### config.mk
export PLATFORM = sky130hd
export DESIGN_NAME = text_page_priority_arbiter
export DESIGN_NICKNAME = d
export VERILOG_FILES = /design/src/design/text_page_pkg.sv /design/src/design/alarm_order_mem.sv /design/src/design/text_page_priority_arbiter.sv
export SDC_FILE = /design/constraint.sdc
export NUM_CORES = 2
export LEC_CHECK = 0
export BUFFER_PORTS_ARGS = -buffer_cell sky130_fd_sc_hd__buf_2
export CORE_AREA = 2 2 278 555
export DETAILED_ROUTE_END_ITERATION = 8
export DIE_AREA = 0 0 280 557
export MAX_ROUTING_LAYER = met4
export PLACE_DENSITY = 0.56
export REMOVE_ABC_BUFFERS = 1
export SLEW_MARGIN = 20
export SYNTH_ARGS = -nofsm -noshare
export SYNTH_HDL_FRONTEND = slang
export SYNTH_SLANG_ARGS = --single-unit
### constraint.sdc
create_clock -name core_clk -period 156.4 [get_ports core_clk]
set_input_delay 23.46 -clock core_clk [delete_from_list [all_inputs] [get_ports core_clk]]
set_output_delay 23.46 -clock core_clk [all_outputs]
set_load 0.03 [all_outputs]
### src/design/text_page_pkg.sv
// Constants and types shared by the text page arbiter
package text_page_pkg;
    // -------------------------------------------------------------------------
    // Page set and fields
    // -------------------------------------------------------------------------
    localparam int          N_PAGES   = 32;
    localparam int          IDX_W     = 5;
    localparam int          PRIO_W    = 6;
    localparam int          ROLL_W    = 5;
    localparam int          KEY_N     = 4;
    localparam logic [5:0]  PRIO_MAX  = 6'h20;
    localparam logic [IDX_W-1:0] IDX_LAST = 5'h1f;
    // -------------------------------------------------------------------------
    // Character grid
    // -------------------------------------------------------------------------
    localparam int          PAGE_LINES = 6;
    localparam int          PAGE_COLS  = 16;
    localparam int          PAGE_CELLS = PAGE_LINES * PAGE_COLS;
    localparam int          CELL_W     = 12;
    // -------------------------------------------------------------------------
    // Language table
    // -------------------------------------------------------------------------
    localparam int          LANG_N = 4;
    localparam int          LANG_W = 2;
    localparam int          SEL_W  = 8;
    // -------------------------------------------------------------------------
    // Timing
    // -------------------------------------------------------------------------
    localparam int          CLK_PERIOD_NS = 100;
    localparam int          SEC_NS        = 1_000_000_000;
    localparam int          SEC_CYCLES    = SEC_NS / CLK_PERIOD_NS;
    localparam int          TICK_W        = 24;
    // -------------------------------------------------------------------------
    // Reset values and encodings
    // -------------------------------------------------------------------------
    localparam logic [TICK_W-1:0] TICK_RST = 24'h0;
    localparam logic [ROLL_W-1:0] ROLL_RST = 5'h0;
    localparam logic [ROLL_W-1:0] ROLL_SAT = 5'h1f;
    localparam logic [IDX_W:0]    CNT_RST  = 6'h0;

    typedef enum logic [1:0] {
        COL_WHITE = 2'h0,
        COL_GREEN = 2'h1,
        COL_RED   = 2'h2
    } colour_t;

    typedef enum logic [1:0] {
        MODE_IDLE   = 2'h0,
        MODE_NORMAL = 2'h1,
        MODE_ALARM  = 2'h3
    } mode_t;
endpackage

### src/design/alarm_order_mem.sv
// Small memory holding alarm page indices in enable order
module alarm_order_mem
    import text_page_pkg::*;
(
    input  wire logic             core_clk,
    input  wire logic             wr_en,
    input  wire logic [IDX_W-1:0] wr_addr,
    input  wire logic [IDX_W-1:0] wr_data,
    input  wire logic [IDX_W-1:0] rd_addr,
    output logic      [IDX_W-1:0] rd_data_ff
);
    logic [IDX_W-1:0] mem [N_PAGES];

    always_ff @(posedge core_clk) begin
        if (wr_en) begin
            mem[wr_addr] <= wr_data;
        end
    end

    // Bypass so a word written to the read address shows at once
    always_ff @(posedge core_clk) begin
        if (wr_en && wr_addr == rd_addr) begin
            rd_data_ff <= wr_data;
        end else begin
            rd_data_ff <= mem[rd_addr];
        end
    end
endmodule

### src/design/text_page_priority_arbiter.sv
// Selects the visible text page by alarm order, priority and rolling time
//
// Function
// - page priority 1..32, 1 most important
// - top enabled page stays while enabled
// - lower page waits for higher pages off
// - equal top priorities rotate by rolling time
// - rolling time whole seconds, 1 to 31
// - enabled alarm page pre-empts at once
// - alarm page held until rising acknowledge
// - several alarms shown in enable order
// - after all alarms, normal arbitration resumes
// - acknowledge counts only for visible page
// - each page has own key mask
// - page keys need global key enable
// - backlight colour white, green or red
// - element colour overrides page default colour
// - page is 6 lines of 16 cells
// - unmatched selector falls back to default
// - only one page visible at once
// - status output mirrors enable input
// - acknowledge pulse only while page visible
module text_page_priority_arbiter
    import text_page_pkg::*;
#(
    parameter int SEC_CYC = SEC_CYCLES
) (
    input  wire logic                      core_clk,
    input  wire logic                      srst,
    input  wire logic [N_PAGES-1:0]        page_en,
    input  wire logic [N_PAGES-1:0]        alarm_ack_in,
    input  wire logic [N_PAGES*PRIO_W-1:0] page_prio_flat,
    input  wire logic [N_PAGES*ROLL_W-1:0] page_roll_flat,
    input  wire logic [N_PAGES-1:0]        page_alarm,
    input  wire logic [N_PAGES*KEY_N-1:0]  page_key_mask_flat,
    input  wire logic                      key_global_en,
    input  wire logic [N_PAGES*2-1:0]      page_colour_flat,
    input  wire logic                      elem_colour_valid,
    input  wire logic [1:0]                elem_colour,
    input  wire logic                      lang_sel_en,
    input  wire logic [SEL_W-1:0]          byte_marker_selector,
    input  wire logic [LANG_N*SEL_W-1:0]   lang_value_flat,
    input  wire logic [LANG_W-1:0]         lang_default_idx,
    output logic      [N_PAGES-1:0]        page_status_out,
    output logic      [N_PAGES-1:0]        alarm_ack_pulse_out,
    output logic                           page_visible,
    output logic      [IDX_W-1:0]          page_index,
    output logic      [CELL_W-1:0]         cell_base,
    output logic      [KEY_N-1:0]          key_active,
    output logic      [1:0]                backlight_output,
    output logic      [LANG_W-1:0]         lang_index
);
    // -------------------------------------------------------------------------
    // Helpers
    // -------------------------------------------------------------------------
    // First set bit after cur, wrapping; cur itself is checked last
    function automatic logic [IDX_W-1:0] rr_next(input logic [N_PAGES-1:0] set,
                                                 input logic [IDX_W-1:0]   cur);
        logic [IDX_W-1:0] idx;
        logic             found;
        rr_next = cur;
        found   = 1'b0;
        for (int k = 1; k <= N_PAGES; k++) begin
            idx = IDX_W'(int'(cur) + k);
            if (!found && set[idx]) begin
                rr_next = idx;
                found   = 1'b1;
            end
        end
    endfunction

    // -------------------------------------------------------------------------
    // Input synchronisers and edges
    // -------------------------------------------------------------------------
    logic [N_PAGES-1:0] en_meta_ff, en_s_ff, en_prev_ff;
    logic [N_PAGES-1:0] ack_meta_ff, ack_s_ff, ack_prev_ff;

    always_ff @(posedge core_clk) begin
        if (srst) begin
            en_meta_ff  <= '0;
            en_s_ff     <= '0;
            en_prev_ff  <= '0;
            ack_meta_ff <= '0;
            ack_s_ff    <= '0;
            ack_prev_ff <= '0;
        end else begin
            en_meta_ff  <= page_en;
            en_s_ff     <= en_meta_ff;
            en_prev_ff  <= en_s_ff;
            ack_meta_ff <= alarm_ack_in;
            ack_s_ff    <= ack_meta_ff;
            ack_prev_ff <= ack_s_ff;
        end
    end

    wire [N_PAGES-1:0] en_rise  = en_s_ff & ~en_prev_ff;
    wire [N_PAGES-1:0] ack_rise = ack_s_ff & ~ack_prev_ff;

    assign page_status_out = en_s_ff;

    // -------------------------------------------------------------------------
    // Per-page fields
    // -------------------------------------------------------------------------
    logic [PRIO_W-1:0] prio [N_PAGES];
    logic [ROLL_W-1:0] roll [N_PAGES];
    logic [KEY_N-1:0]  keys [N_PAGES];
    logic [1:0]        colr [N_PAGES];

    for (genvar g = 0; g < N_PAGES; g++) begin : g_fields
        assign prio[g] = page_prio_flat[g*PRIO_W +: PRIO_W];
        assign roll[g] = page_roll_flat[g*ROLL_W +: ROLL_W];
        assign keys[g] = page_key_mask_flat[g*KEY_N +: KEY_N];
        assign colr[g] = page_colour_flat[g*2 +: 2];
    end

    // -------------------------------------------------------------------------
    // Alarm order queue
    // -------------------------------------------------------------------------
    mode_t              mode_ff, nxt_mode;
    logic [IDX_W-1:0]   vis_idx_ff, nxt_idx;
    logic [N_PAGES-1:0] req_ff, pending_ff;
    logic [IDX_W-1:0]   wr_ptr_ff, rd_ptr_ff;
    logic [IDX_W:0]     count_ff;
    logic [IDX_W-1:0]   head;

    wire                push     = |req_ff;
    wire  [IDX_W-1:0]   push_idx = rr_next(req_ff, IDX_LAST);
    wire  [N_PAGES-1:0] push_oh  = push ? (N_PAGES'(1) << push_idx) : '0;
    wire                ack_hit  = (mode_ff == MODE_ALARM) && ack_rise[vis_idx_ff];
    wire  [N_PAGES-1:0] pop_oh   = ack_hit ? (N_PAGES'(1) << vis_idx_ff) : '0;
    wire                head_ok  = count_ff != CNT_RST;
    wire  [IDX_W-1:0]   nxt_rd   = ack_hit ? IDX_W'(rd_ptr_ff + 1'b1) : rd_ptr_ff;
    wire  [N_PAGES-1:0] new_alarm = en_rise & page_alarm & ~pending_ff;

    alarm_order_mem u_order (
        .core_clk   (core_clk),
        .wr_en      (push),
        .wr_addr    (wr_ptr_ff),
        .wr_data    (push_idx),
        .rd_addr    (nxt_rd),
        .rd_data_ff (head)
    );

    always_ff @(posedge core_clk) begin
        if (srst) begin
            req_ff     <= '0;
            pending_ff <= '0;
            wr_ptr_ff  <= '0;
            rd_ptr_ff  <= '0;
            count_ff   <= CNT_RST;
        end else begin
            req_ff     <= (req_ff & ~push_oh) | new_alarm;
            pending_ff <= (pending_ff & ~pop_oh) | push_oh;
            wr_ptr_ff  <= push ? IDX_W'(wr_ptr_ff + 1'b1) : wr_ptr_ff;
            rd_ptr_ff  <= nxt_rd;
            count_ff   <= count_ff + {5'h0, push} - {5'h0, ack_hit};
        end
    end

    // -------------------------------------------------------------------------
    // Priority and rotation
    // -------------------------------------------------------------------------
    logic [PRIO_W-1:0]  min_prio;
    logic [N_PAGES-1:0] top_set;
    logic [ROLL_W-1:0]  roll_sec_ff;
    logic [TICK_W-1:0]  tick_cnt_ff;

    wire [N_PAGES-1:0] eligible = en_s_ff & ~page_alarm;

    always_comb begin
        min_prio = PRIO_MAX;
        for (int i = 0; i < N_PAGES; i++) begin
            if (eligible[i] && prio[i] < min_prio) begin
                min_prio = prio[i];
            end
        end
    end

    for (genvar g = 0; g < N_PAGES; g++) begin : g_top
        assign top_set[g] = eligible[g] && prio[g] == min_prio;
    end

    wire cur_in_top = (mode_ff == MODE_NORMAL) && top_set[vis_idx_ff];
    wire sec_tick   = tick_cnt_ff == TICK_W'(SEC_CYC - 1);
    // Look ahead one cycle so a page shows exactly its rolling time
    wire roll_last  = sec_tick && ROLL_W'(roll_sec_ff + 1'b1) >= roll[vis_idx_ff];
    wire roll_done  = (roll_sec_ff >= roll[vis_idx_ff]) || roll_last;
    wire [IDX_W-1:0] norm_idx = (cur_in_top && !roll_done) ? vis_idx_ff
                                                           : rr_next(top_set, vis_idx_ff);

    always_comb begin
        if (head_ok) begin
            nxt_mode = MODE_ALARM;
        end else if (|top_set) begin
            nxt_mode = MODE_NORMAL;
        end else begin
            nxt_mode = MODE_IDLE;
        end
        case (nxt_mode)
            MODE_ALARM:  nxt_idx = head;
            MODE_NORMAL: nxt_idx = norm_idx;
            default:     nxt_idx = '0;
        endcase
    end

    wire changed  = (nxt_mode != mode_ff) || (nxt_idx != vis_idx_ff);

    always_ff @(posedge core_clk) begin
        if (srst) begin
            mode_ff    <= MODE_IDLE;
            vis_idx_ff <= '0;
        end else begin
            mode_ff    <= nxt_mode;
            vis_idx_ff <= nxt_idx;
        end
    end

    always_ff @(posedge core_clk) begin
        if (srst || changed) begin
            tick_cnt_ff <= TICK_RST;
            roll_sec_ff <= ROLL_RST;
        end else if (sec_tick) begin
            tick_cnt_ff <= TICK_RST;
            roll_sec_ff <= (roll_sec_ff == ROLL_SAT) ? roll_sec_ff
                                                     : ROLL_W'(roll_sec_ff + 1'b1);
        end else begin
            tick_cnt_ff <= TICK_W'(tick_cnt_ff + 1'b1);
        end
    end

    // -------------------------------------------------------------------------
    // Page attributes and language
    // -------------------------------------------------------------------------
    logic [LANG_W-1:0] lang_pick;

    always_comb begin
        lang_pick = lang_default_idx;
        for (int j = LANG_N - 1; j >= 0; j--) begin
            if (lang_sel_en && lang_value_flat[j*SEL_W +: SEL_W] == byte_marker_selector) begin
                lang_pick = LANG_W'(j);
            end
        end
    end

    wire [1:0] page_col = (colr[nxt_idx] == 2'h3) ? COL_WHITE : colr[nxt_idx];
    wire [1:0] el_col   = (elem_colour == 2'h3) ? COL_WHITE : elem_colour;

    always_ff @(posedge core_clk) begin
        if (srst) begin
            alarm_ack_pulse_out <= '0;
            cell_base           <= '0;
            key_active          <= '0;
            backlight_output    <= COL_WHITE;
            lang_index          <= '0;
        end else begin
            alarm_ack_pulse_out <= pop_oh;
            cell_base           <= CELL_W'(int'(nxt_idx) * PAGE_CELLS);
            key_active          <= (key_global_en && nxt_mode != MODE_IDLE)
                                   ? keys[nxt_idx] : '0;
            backlight_output    <= elem_colour_valid ? el_col : page_col;
            lang_index          <= lang_pick;
        end
    end

    assign page_visible = mode_ff != MODE_IDLE;
    assign page_index   = vis_idx_ff;
endmodule

Yosys cells after proc, flatten, opt, wreduce, memory -nomap -nowiden
Memories as Yosys holds them, arrays and structs flattened. A register that Yosys moved wholly into a read port is not among the register bits.
Index checks and enable logic that the tools add are counted.
{ "totals": {"reg_bits": 360, "mem_bits_rw": 160, "output_inout_bits": 90, "elab_cells": 659, "memories": 1} }
{ "op_classes": {"n_addsub": 38, "multipliers": 1, "magnitude_cmp": 69, "eq_ne": 46, "n_shift": 2, "muxes": 250, "bitwise": 19, "reduce_logical": 211} }
{ "mem_list": {"columns": ["name", "depth", "width", "read_ports", "rd_clocked_by_memory_dff", "write_ports", "line_no", "rtl"], "rows": [
  ["u_order.mem", 32, 5, 1, 1, 1, "alarm_order_mem.sv:12", "logic [IDX_W-1:0] mem [N_PAGES];"]
]} }
{ "ops": {"columns": ["cell", "n"], "rows": [
  ["$mux 5", 68],
  ["$and 32x32->32", 7],
  ["$lt 5x6->1 const B", 33],
  ["$eq 6x6->1", 32],
  ["$mux 6", 32],
  ["$not 32->32", 6],
  ["$lt 6x6->1", 31],
  ["$bmux 1 s5", 34],
  ["$logic_and 1x1->1", 135],
  ["$mux 1", 100],
  ["$add 5x5->5 const B", 16],
  ["$mux 32", 2],
  ["$or 32x32->32", 2],
  ["$reduce_or 32->1", 2],
  ["$shl 1x5->32 const A", 2],
  ["$logic_not 1->1", 63],
  ["$add 5x4->5 const B", 8],
  ["$eq 8x8->1", 4],
  ["$add 5x1->5 const B", 5],
  ["$bmux 5 s5", 1],
  ["$add 24x1->24 const B", 1],
  ["$eq 24x24->1 const B", 1],
  ["$add 5x3->5 const B", 4],
  ["$bmux 4 s5", 1],
  ["24 further kinds", 46]
]} }

Logic depth before layout (Yosys ltp)
{ "depth": {"ltp_word": 204, "mapped_depth": 341, "ltp_nobuf": 315} }

Hierarchy
Synthesis repeated with hierarchy kept, for this count alone.
{ "hier_totals": {"hier_cells": 5385, "area_unflattened_um2": 46407.0} }
{ "modules_own_cells": {"columns": ["module", "n_inst", "cells_per_inst", "area_per_inst_um2", "seq_area_each_um2"], "rows": [
  ["text_page_priority_arbiter", 1, 5108, 40062.2, 7086.8],
  ["alarm_order_mem", 1, 277, 6344.8, 4904.7]
]} }

Worst setup path before layout
No wires, ideal clock.
{ "synth_path": {"kind": "input-to-reg", "from": "in page_alarm[0]", "to": "reg cell_base[10]", "t_arrival_ps": 79931, "setup_slack_ps": 76342, "stages": 304, "path_buffers": 22, "cell_sequence": "or3b_1 inv_2 and2_1 inv_1 ha_1 a21oi_1 o2111ai_1 nor2_1 nand2_1 o21ai_0 inv_1 ha_1 or3b_2 a2bb2oi_1 a21oi_1 nand4_1 a32oi_2 or2_1 (+268 left out) and3_1 or4b_1 nor4_2 a2111oi_1 a311oi_4 buf_6 buf_6 buf_6 buf_6 inv_1 ha_1 inv_1 fa_1 inv_1 a21o_1 a21oi_1 xnor2_1 nor2_1"} }
{ "synth_between": {"elab_chain_cells": 198} }
{ "synth_rtl": {"columns": ["element", "line_no", "rtl"], "rows": [
  ["start, declared", "text_page_priority_arbiter.sv:34", "input wire logic [N_PAGES-1:0] page_alarm,"],
  ["$not 32->32 *", "text_page_priority_arbiter.sv:168", "wire [N_PAGES-1:0] eligible = en_s_ff & ~page_alarm;"],
  ["$and 32x32->32 *", "text_page_priority_arbiter.sv:168", null],
  ["$logic_and 1x1->1", "text_page_priority_arbiter.sv:173", "if (eligible[i] && prio[i] < min_prio) begin"],
  ["$mux 6", "text_page_priority_arbiter.sv:173", null],
  ["$lt 6x6->1", "text_page_priority_arbiter.sv:173", null],
  ["$logic_and 1x1->1", "text_page_priority_arbiter.sv:173", null],
  ["$mux 6", "text_page_priority_arbiter.sv:173", null],
  ["$lt 6x6->1", "text_page_priority_arbiter.sv:173", null],
  ["(+183 left out)", null, null],
  ["$mux 1", "text_page_priority_arbiter.sv:65", "if (!found && set[idx]) begin"],
  ["$logic_not 1->1", "text_page_priority_arbiter.sv:65", null],
  ["$logic_and 1x1->1", "text_page_priority_arbiter.sv:65", null],
  ["$mux 5", "text_page_priority_arbiter.sv:65", null],
  ["$mux 5", "text_page_priority_arbiter.sv:188", "wire [IDX_W-1:0] norm_idx = (cur_in_top && !roll_done) ? vis_idx_ff"],
  ["$pmux 5 s2 *", "text_page_priority_arbiter.sv:199", "case (nxt_mode)"],
  ["named net nxt_idx[0]", "text_page_priority_arbiter.sv:120", "logic [IDX_W-1:0] vis_idx_ff, nxt_idx;"],
  ["$mul 5x2->7 *", "text_page_priority_arbiter.sv:257", "cell_base <= CELL_W'(int'(nxt_idx) * PAGE_CELLS);"],
  ["end signal, assigned", "text_page_priority_arbiter.sv:257", null],
  ["end, declared", "text_page_priority_arbiter.sv:48", "output logic [CELL_W-1:0] cell_base,"]
]} }
The timed path passes the listed nets; every way through them passes the cells marked *. The select of a mux whose other input is x is not followed.
A chain may end at the register's enable or synchronous reset.

Worst setup path in the final report
{ "layout_path": {"from": "in page_alarm[0]", "to": "reg backlight_output[0]"} }
{ "layout_between": {"elab_chain_cells": 204} }
{ "layout_rtl": {"columns": ["element", "line_no", "rtl"], "rows": [
  ["$not 32->32 *", "text_page_priority_arbiter.sv:168", null],
  ["$and 32x32->32 *", "text_page_priority_arbiter.sv:168", null],
  ["$logic_and 1x1->1", "text_page_priority_arbiter.sv:173", null],
  ["$mux 6", "text_page_priority_arbiter.sv:173", null],
  ["$lt 6x6->1", "text_page_priority_arbiter.sv:173", null],
  ["$logic_and 1x1->1", "text_page_priority_arbiter.sv:173", null],
  ["$mux 6", "text_page_priority_arbiter.sv:173", null],
  ["$lt 6x6->1", "text_page_priority_arbiter.sv:173", null],
  ["(+187 left out)", null, null],
  ["$mux 5", "text_page_priority_arbiter.sv:188", null],
  ["$pmux 5 s2 *", "text_page_priority_arbiter.sv:199", null],
  ["$not 5->6 (not written as such) *", "text_page_priority_arbiter.sv:245", "wire [1:0] page_col = (colr[nxt_idx] == 2'h3) ? COL_WHITE : colr[nxt_idx];"],
  ["$bmux 2 s5 *", "text_page_priority_arbiter.sv:245", null],
  ["$mux 2 (not written as such) * (2 in a row)", "text_page_priority_arbiter.sv:245", null],
  ["$eq 2x2->1", "text_page_priority_arbiter.sv:245", null],
  ["$mux 2 *", "text_page_priority_arbiter.sv:245", null],
  ["$mux 2 *", "text_page_priority_arbiter.sv:260", "backlight_output <= elem_colour_valid ? el_col : page_col;"],
  ["end signal, assigned", "text_page_priority_arbiter.sv:260", null],
  ["end, declared", "text_page_priority_arbiter.sv:50", "output logic [1:0] backlight_output,"]
]} }
Every way passes the cells marked *; elsewhere a longest branch is shown, timed or not. The select of a mux whose other input is x is not followed.

==> results.py <==
metrics = {
    "run_status": {
        "outcome": "finished, final reports clean",
    },
    "clock_network": {
        "cts.repair.resized": 0,
        "cts_root_buffer": "clkbuf_16",
        "cts-root-to-sink-buffers": 3,
        "clk_latency_ps": 650,
        "postCtsSetupRepairBufs": 0,
        "cts_hold_repair.buffers": 0,
        "htree_num_levels": 2,
        "clk_pin_slew_worst_paths_ps": 60,
        "cts_tree": "done",
        "cts_buffers": 55,
        "cts.sink_count": 519,
    },
    "power_and_ir_drop": {
        "net-switching-power_uw": 455.8,
        "relative_contribution_of_combinational_cells_to_total_power": 0.676,
        "p_per_area_nw_per_um2": 17.13,
        "p_leak_nw": 19.99,
        "cell_internal_pwr_uw": 440.4,
        "power_switching_share": 0.5086,
        "power.clock.fraction": 0.150,
        "seqPwrFrac": 0.173,
        "power.ir.vdd_worst_mv": 0.01330,
        "p_total_uw": 896.2,
    },
    "floorplan": {
        "number_of_rows_in_the_core_area": 203,
        "vertical_die_dimension_um": 557,
        "chipWidth_um": 280,
        "initial_core_util": 0.2982,
        "floorplan.core_area_um2": 152100,
        "dieArea_um2": 156000,
        "design.portCount": 779,
    },
    "synth": {
        "synth.cell_area_um2": 45360,
        "ys.flop_type": "dfxtp_1",
        "post_synthesis_cells": 5087,
        "synth_area_per_cell_um2": 8.917,
        "number_of_synthesized_flops_with_an_enable_pin": 160,
        "post_synth_num_cell_types": 169,
        "synth_warnings": 0,
        "async_reset_ff_frac": 0,
        "synth-seq-cells": 519,
        "synth-seq-area-share": 0.2643,
    },
    "drt": {
        "drt_iter0_drc": 4586,
        "detail_route.first_pass.iterations": 7,
        "remaining_drc_errors": 0,
        "route.final.wire_length_mm": 194.5,
        "vias": 44475,
        "post_detailed_route_count_of_antenna_violating_nets": 0,
        "number_of_vias_per_cell": 5.731,
        "routedWlPerCell_um": 25.06,
    },
    "grt": {
        "maximum_number_of_pins_on_one_net_before_global_route_repair": 156,
        "number_of_antenna_violations_at_the_first_check_in_global_routing": 56,
        "grt_pass1_wl_mm": 279.5,
        "grt_usage": 0.2438,
        "grt_total_ovfl": 0,
        "grt_pass1_vias": 41481,
    },
    "worst_setup_path": {
        "worst-setup-path-type": "input pin to flop",
        "crit_path_max_fanout": 59,
        "cpMostUsedCell": "ha_1",
        "crit_path_start": "page_alarm[0]",
        "required_time_reported_for_the_critical_path_endpoint_ps": 156960,
        "cp-endpoint": "backlight_output[0]",
        "cp-start-kind": "input pin",
        "depth_of_the_most_critical_reg_to_reg_path": 285,
        "critical_path.endpoint_type": "flop",
        "critical_path.slowest_cell": "o32ai_4",
        "reg2reg_to": "backlight_output[0]",
        "crit_arrival_ps": 92550,
        "r2r-start": "page_status_out[0]",
        "critical-path-max-stage-delay_ps": 890,
        "r2r_setup_slack_ps": 86760,
    },
    "layout": {
        "utilization": 0.3439,
        "nets": 6498,
        "drive_above_1_share": 0.2380,
        "area_growth_syn_to_layout_pct": 15.33,
        "most-common-layout-cells": "buf_2, nor2_1, nand2_1",
        "commonest_non_fill_non_tap_cell_in_the_layout": "buf_2",
    },
    "placement": {
        "gp_congestion": 1.012,
        "port-buffer-count": 773,
        "dpl_hpwl_mm": 153.6,
    },
    "timing": {
        "fmaxAchievable_mhz": 10.87,
        "finClkSkew_ps": 61.12,
        "finalHoldViolations": 0,
        "slew_headroom": 0.2286,
        "final_min_period_over_clock_period": 0.5881,
        "grt_setup_unrepaired": "no",
        "period_needed_ps": 91980,
        "final.hold.worst_slack_ps": 431.3,
        "drv_slew": 0,
        "final-setup-viol-count": 0,
        "tns_ps": 0,
        "worstMarginPinSlew_ps": 1157,
    },
    "hold_path": {
        "worst_min_path_class": "flop to flop",
    },
    "job": {
        "max_cap_violations": 0,
    },
}
[state kept, by name, summed over array words and instances, names as in the netlist, 5 cells and up, named ones only]
name	count
tick_cnt_ff	24
en_prev_ff	32
wr_ptr_ff	5
u_order.mem	160
roll_sec_ff	5
page_status_out	32
cell_base	6
req_ff	32
page_index	5
alarm_ack_pulse_out	32
ack_prev_ff	32
ack_s_ff	32
pending_ff	32
en_meta_ff	32
ack_meta_ff	32
rd_ptr_ff	5
count_ff	6
[metal layers]
layer  part of all wire  up-vias  routed length [µm]  GRT usage
met5                  0        -                   0          -
met1               0.43    21304               84030     0.3300
met4              0.038        0                7380    0.08712
met3               0.10      308               19930    0.05213
li1                   -    20392                   -          -
met2               0.43     2471               83130     0.3559
[worst min-delay path by stage]
stage | start | end | slack (ps) | cells past startpoint
floorplan | ack_meta_ff[0] | ack_s_ff[0] | 410 | 1
global placement | en_meta_ff[21] | page_status_out[21] | 410 | 1
detailed placement | ack_meta_ff[8] | ack_s_ff[8] | 420 | 1
CTS | ack_meta_ff[8] | ack_s_ff[8] | 430 | 1
global route | en_meta_ff[23] | page_status_out[23] | 450 | 1
finish | ack_meta_ff[8] | ack_s_ff[8] | 430 | 1
[cell type report]
class	count	area (µm²)
inverters	204	768.2
clock buffers	71	1548
clock inverters	32	352.8
repair buffers	844	4422
fillers	15828	99820
well taps	1947	2436
multi-input cells	4062	30580
flip-flops and latches	519	12000
diodes	81	202.7
[per-stage QoR]
stage	setup slack [ps]	instance area (µm²)	cells
final	64420	52320	7760
after global routing	58230	52300	7753
after CTS	65750	52100	7678
after detailed placement	65270	50200	7575
after global placement	66250	50200	7575
after floorplan	70880	43290	4785
[synth_stat cells (all sizes together), types with 119 or more instances]
| library cell | count | share of area |
|---|---|---|
| a21oi | 252 | 0.029 |
| buf | 188 | 0.034 |
| dfxtp | 359 | 0.16 |
| edfxtp | 160 | 0.11 |
| ha | 121 | 0.033 |
| inv | 198 | 0.016 |
| mux2i | 172 | 0.039 |
| mux4 | 154 | 0.076 |
| nand2 | 367 | 0.031 |
| nand3 | 128 | 0.014 |
| nor2 | 479 | 0.040 |
| nor2b | 237 | 0.033 |
| nor3 | 119 | 0.014 |
| o21ai | 237 | 0.027 |
| xnor2 | 255 | 0.049 |
[power groups by stage]
| stage | Combinational, mW | Clock [mW] | Sequential [mW] |
|---|---|---|---|
| after floorplan | 0.398 | 0 | 0.170 |
| after global placement | 0.594 | 0 | 0.158 |
| after detailed placement | 0.591 | 0 | 0.158 |
| after CTS | 0.594 | 0.138 | 0.155 |
| after global routing | 0.646 | 0.143 | 0.156 |
| final | 0.606 | 0.135 | 0.155 |
[worst max-delay path, delay by kind of cell]
family                     cells  cell delay [ps]
AOI/OAI and AO/OA            121            30870
xor gates and xnor gates       1              130
adders and majority gates     34             9810
buffers and inverters         27             3450
muxes                         24             6240
and+or+nand+nor               79            18410
[logic make-up (layout without fill, tap and decap cells)]
kind of cell             count (synthesis)  after routing  synth area share
multiplexers                           416            416            0.1378
XOR/XNOR                               371            371           0.07163
flip-flops                             519            519            0.2643
other                                    1             86        0.00008267
buffers and inverters                  510           1151           0.06292
adder cells (fa/ha/maj)                137            137           0.03737
AO/OA/AOI/OAI                         1344           1344            0.2214
AND/OR/NAND/NOR                       1789           1789            0.2045
Note: power is estimated with default switching activity, not from simulation.
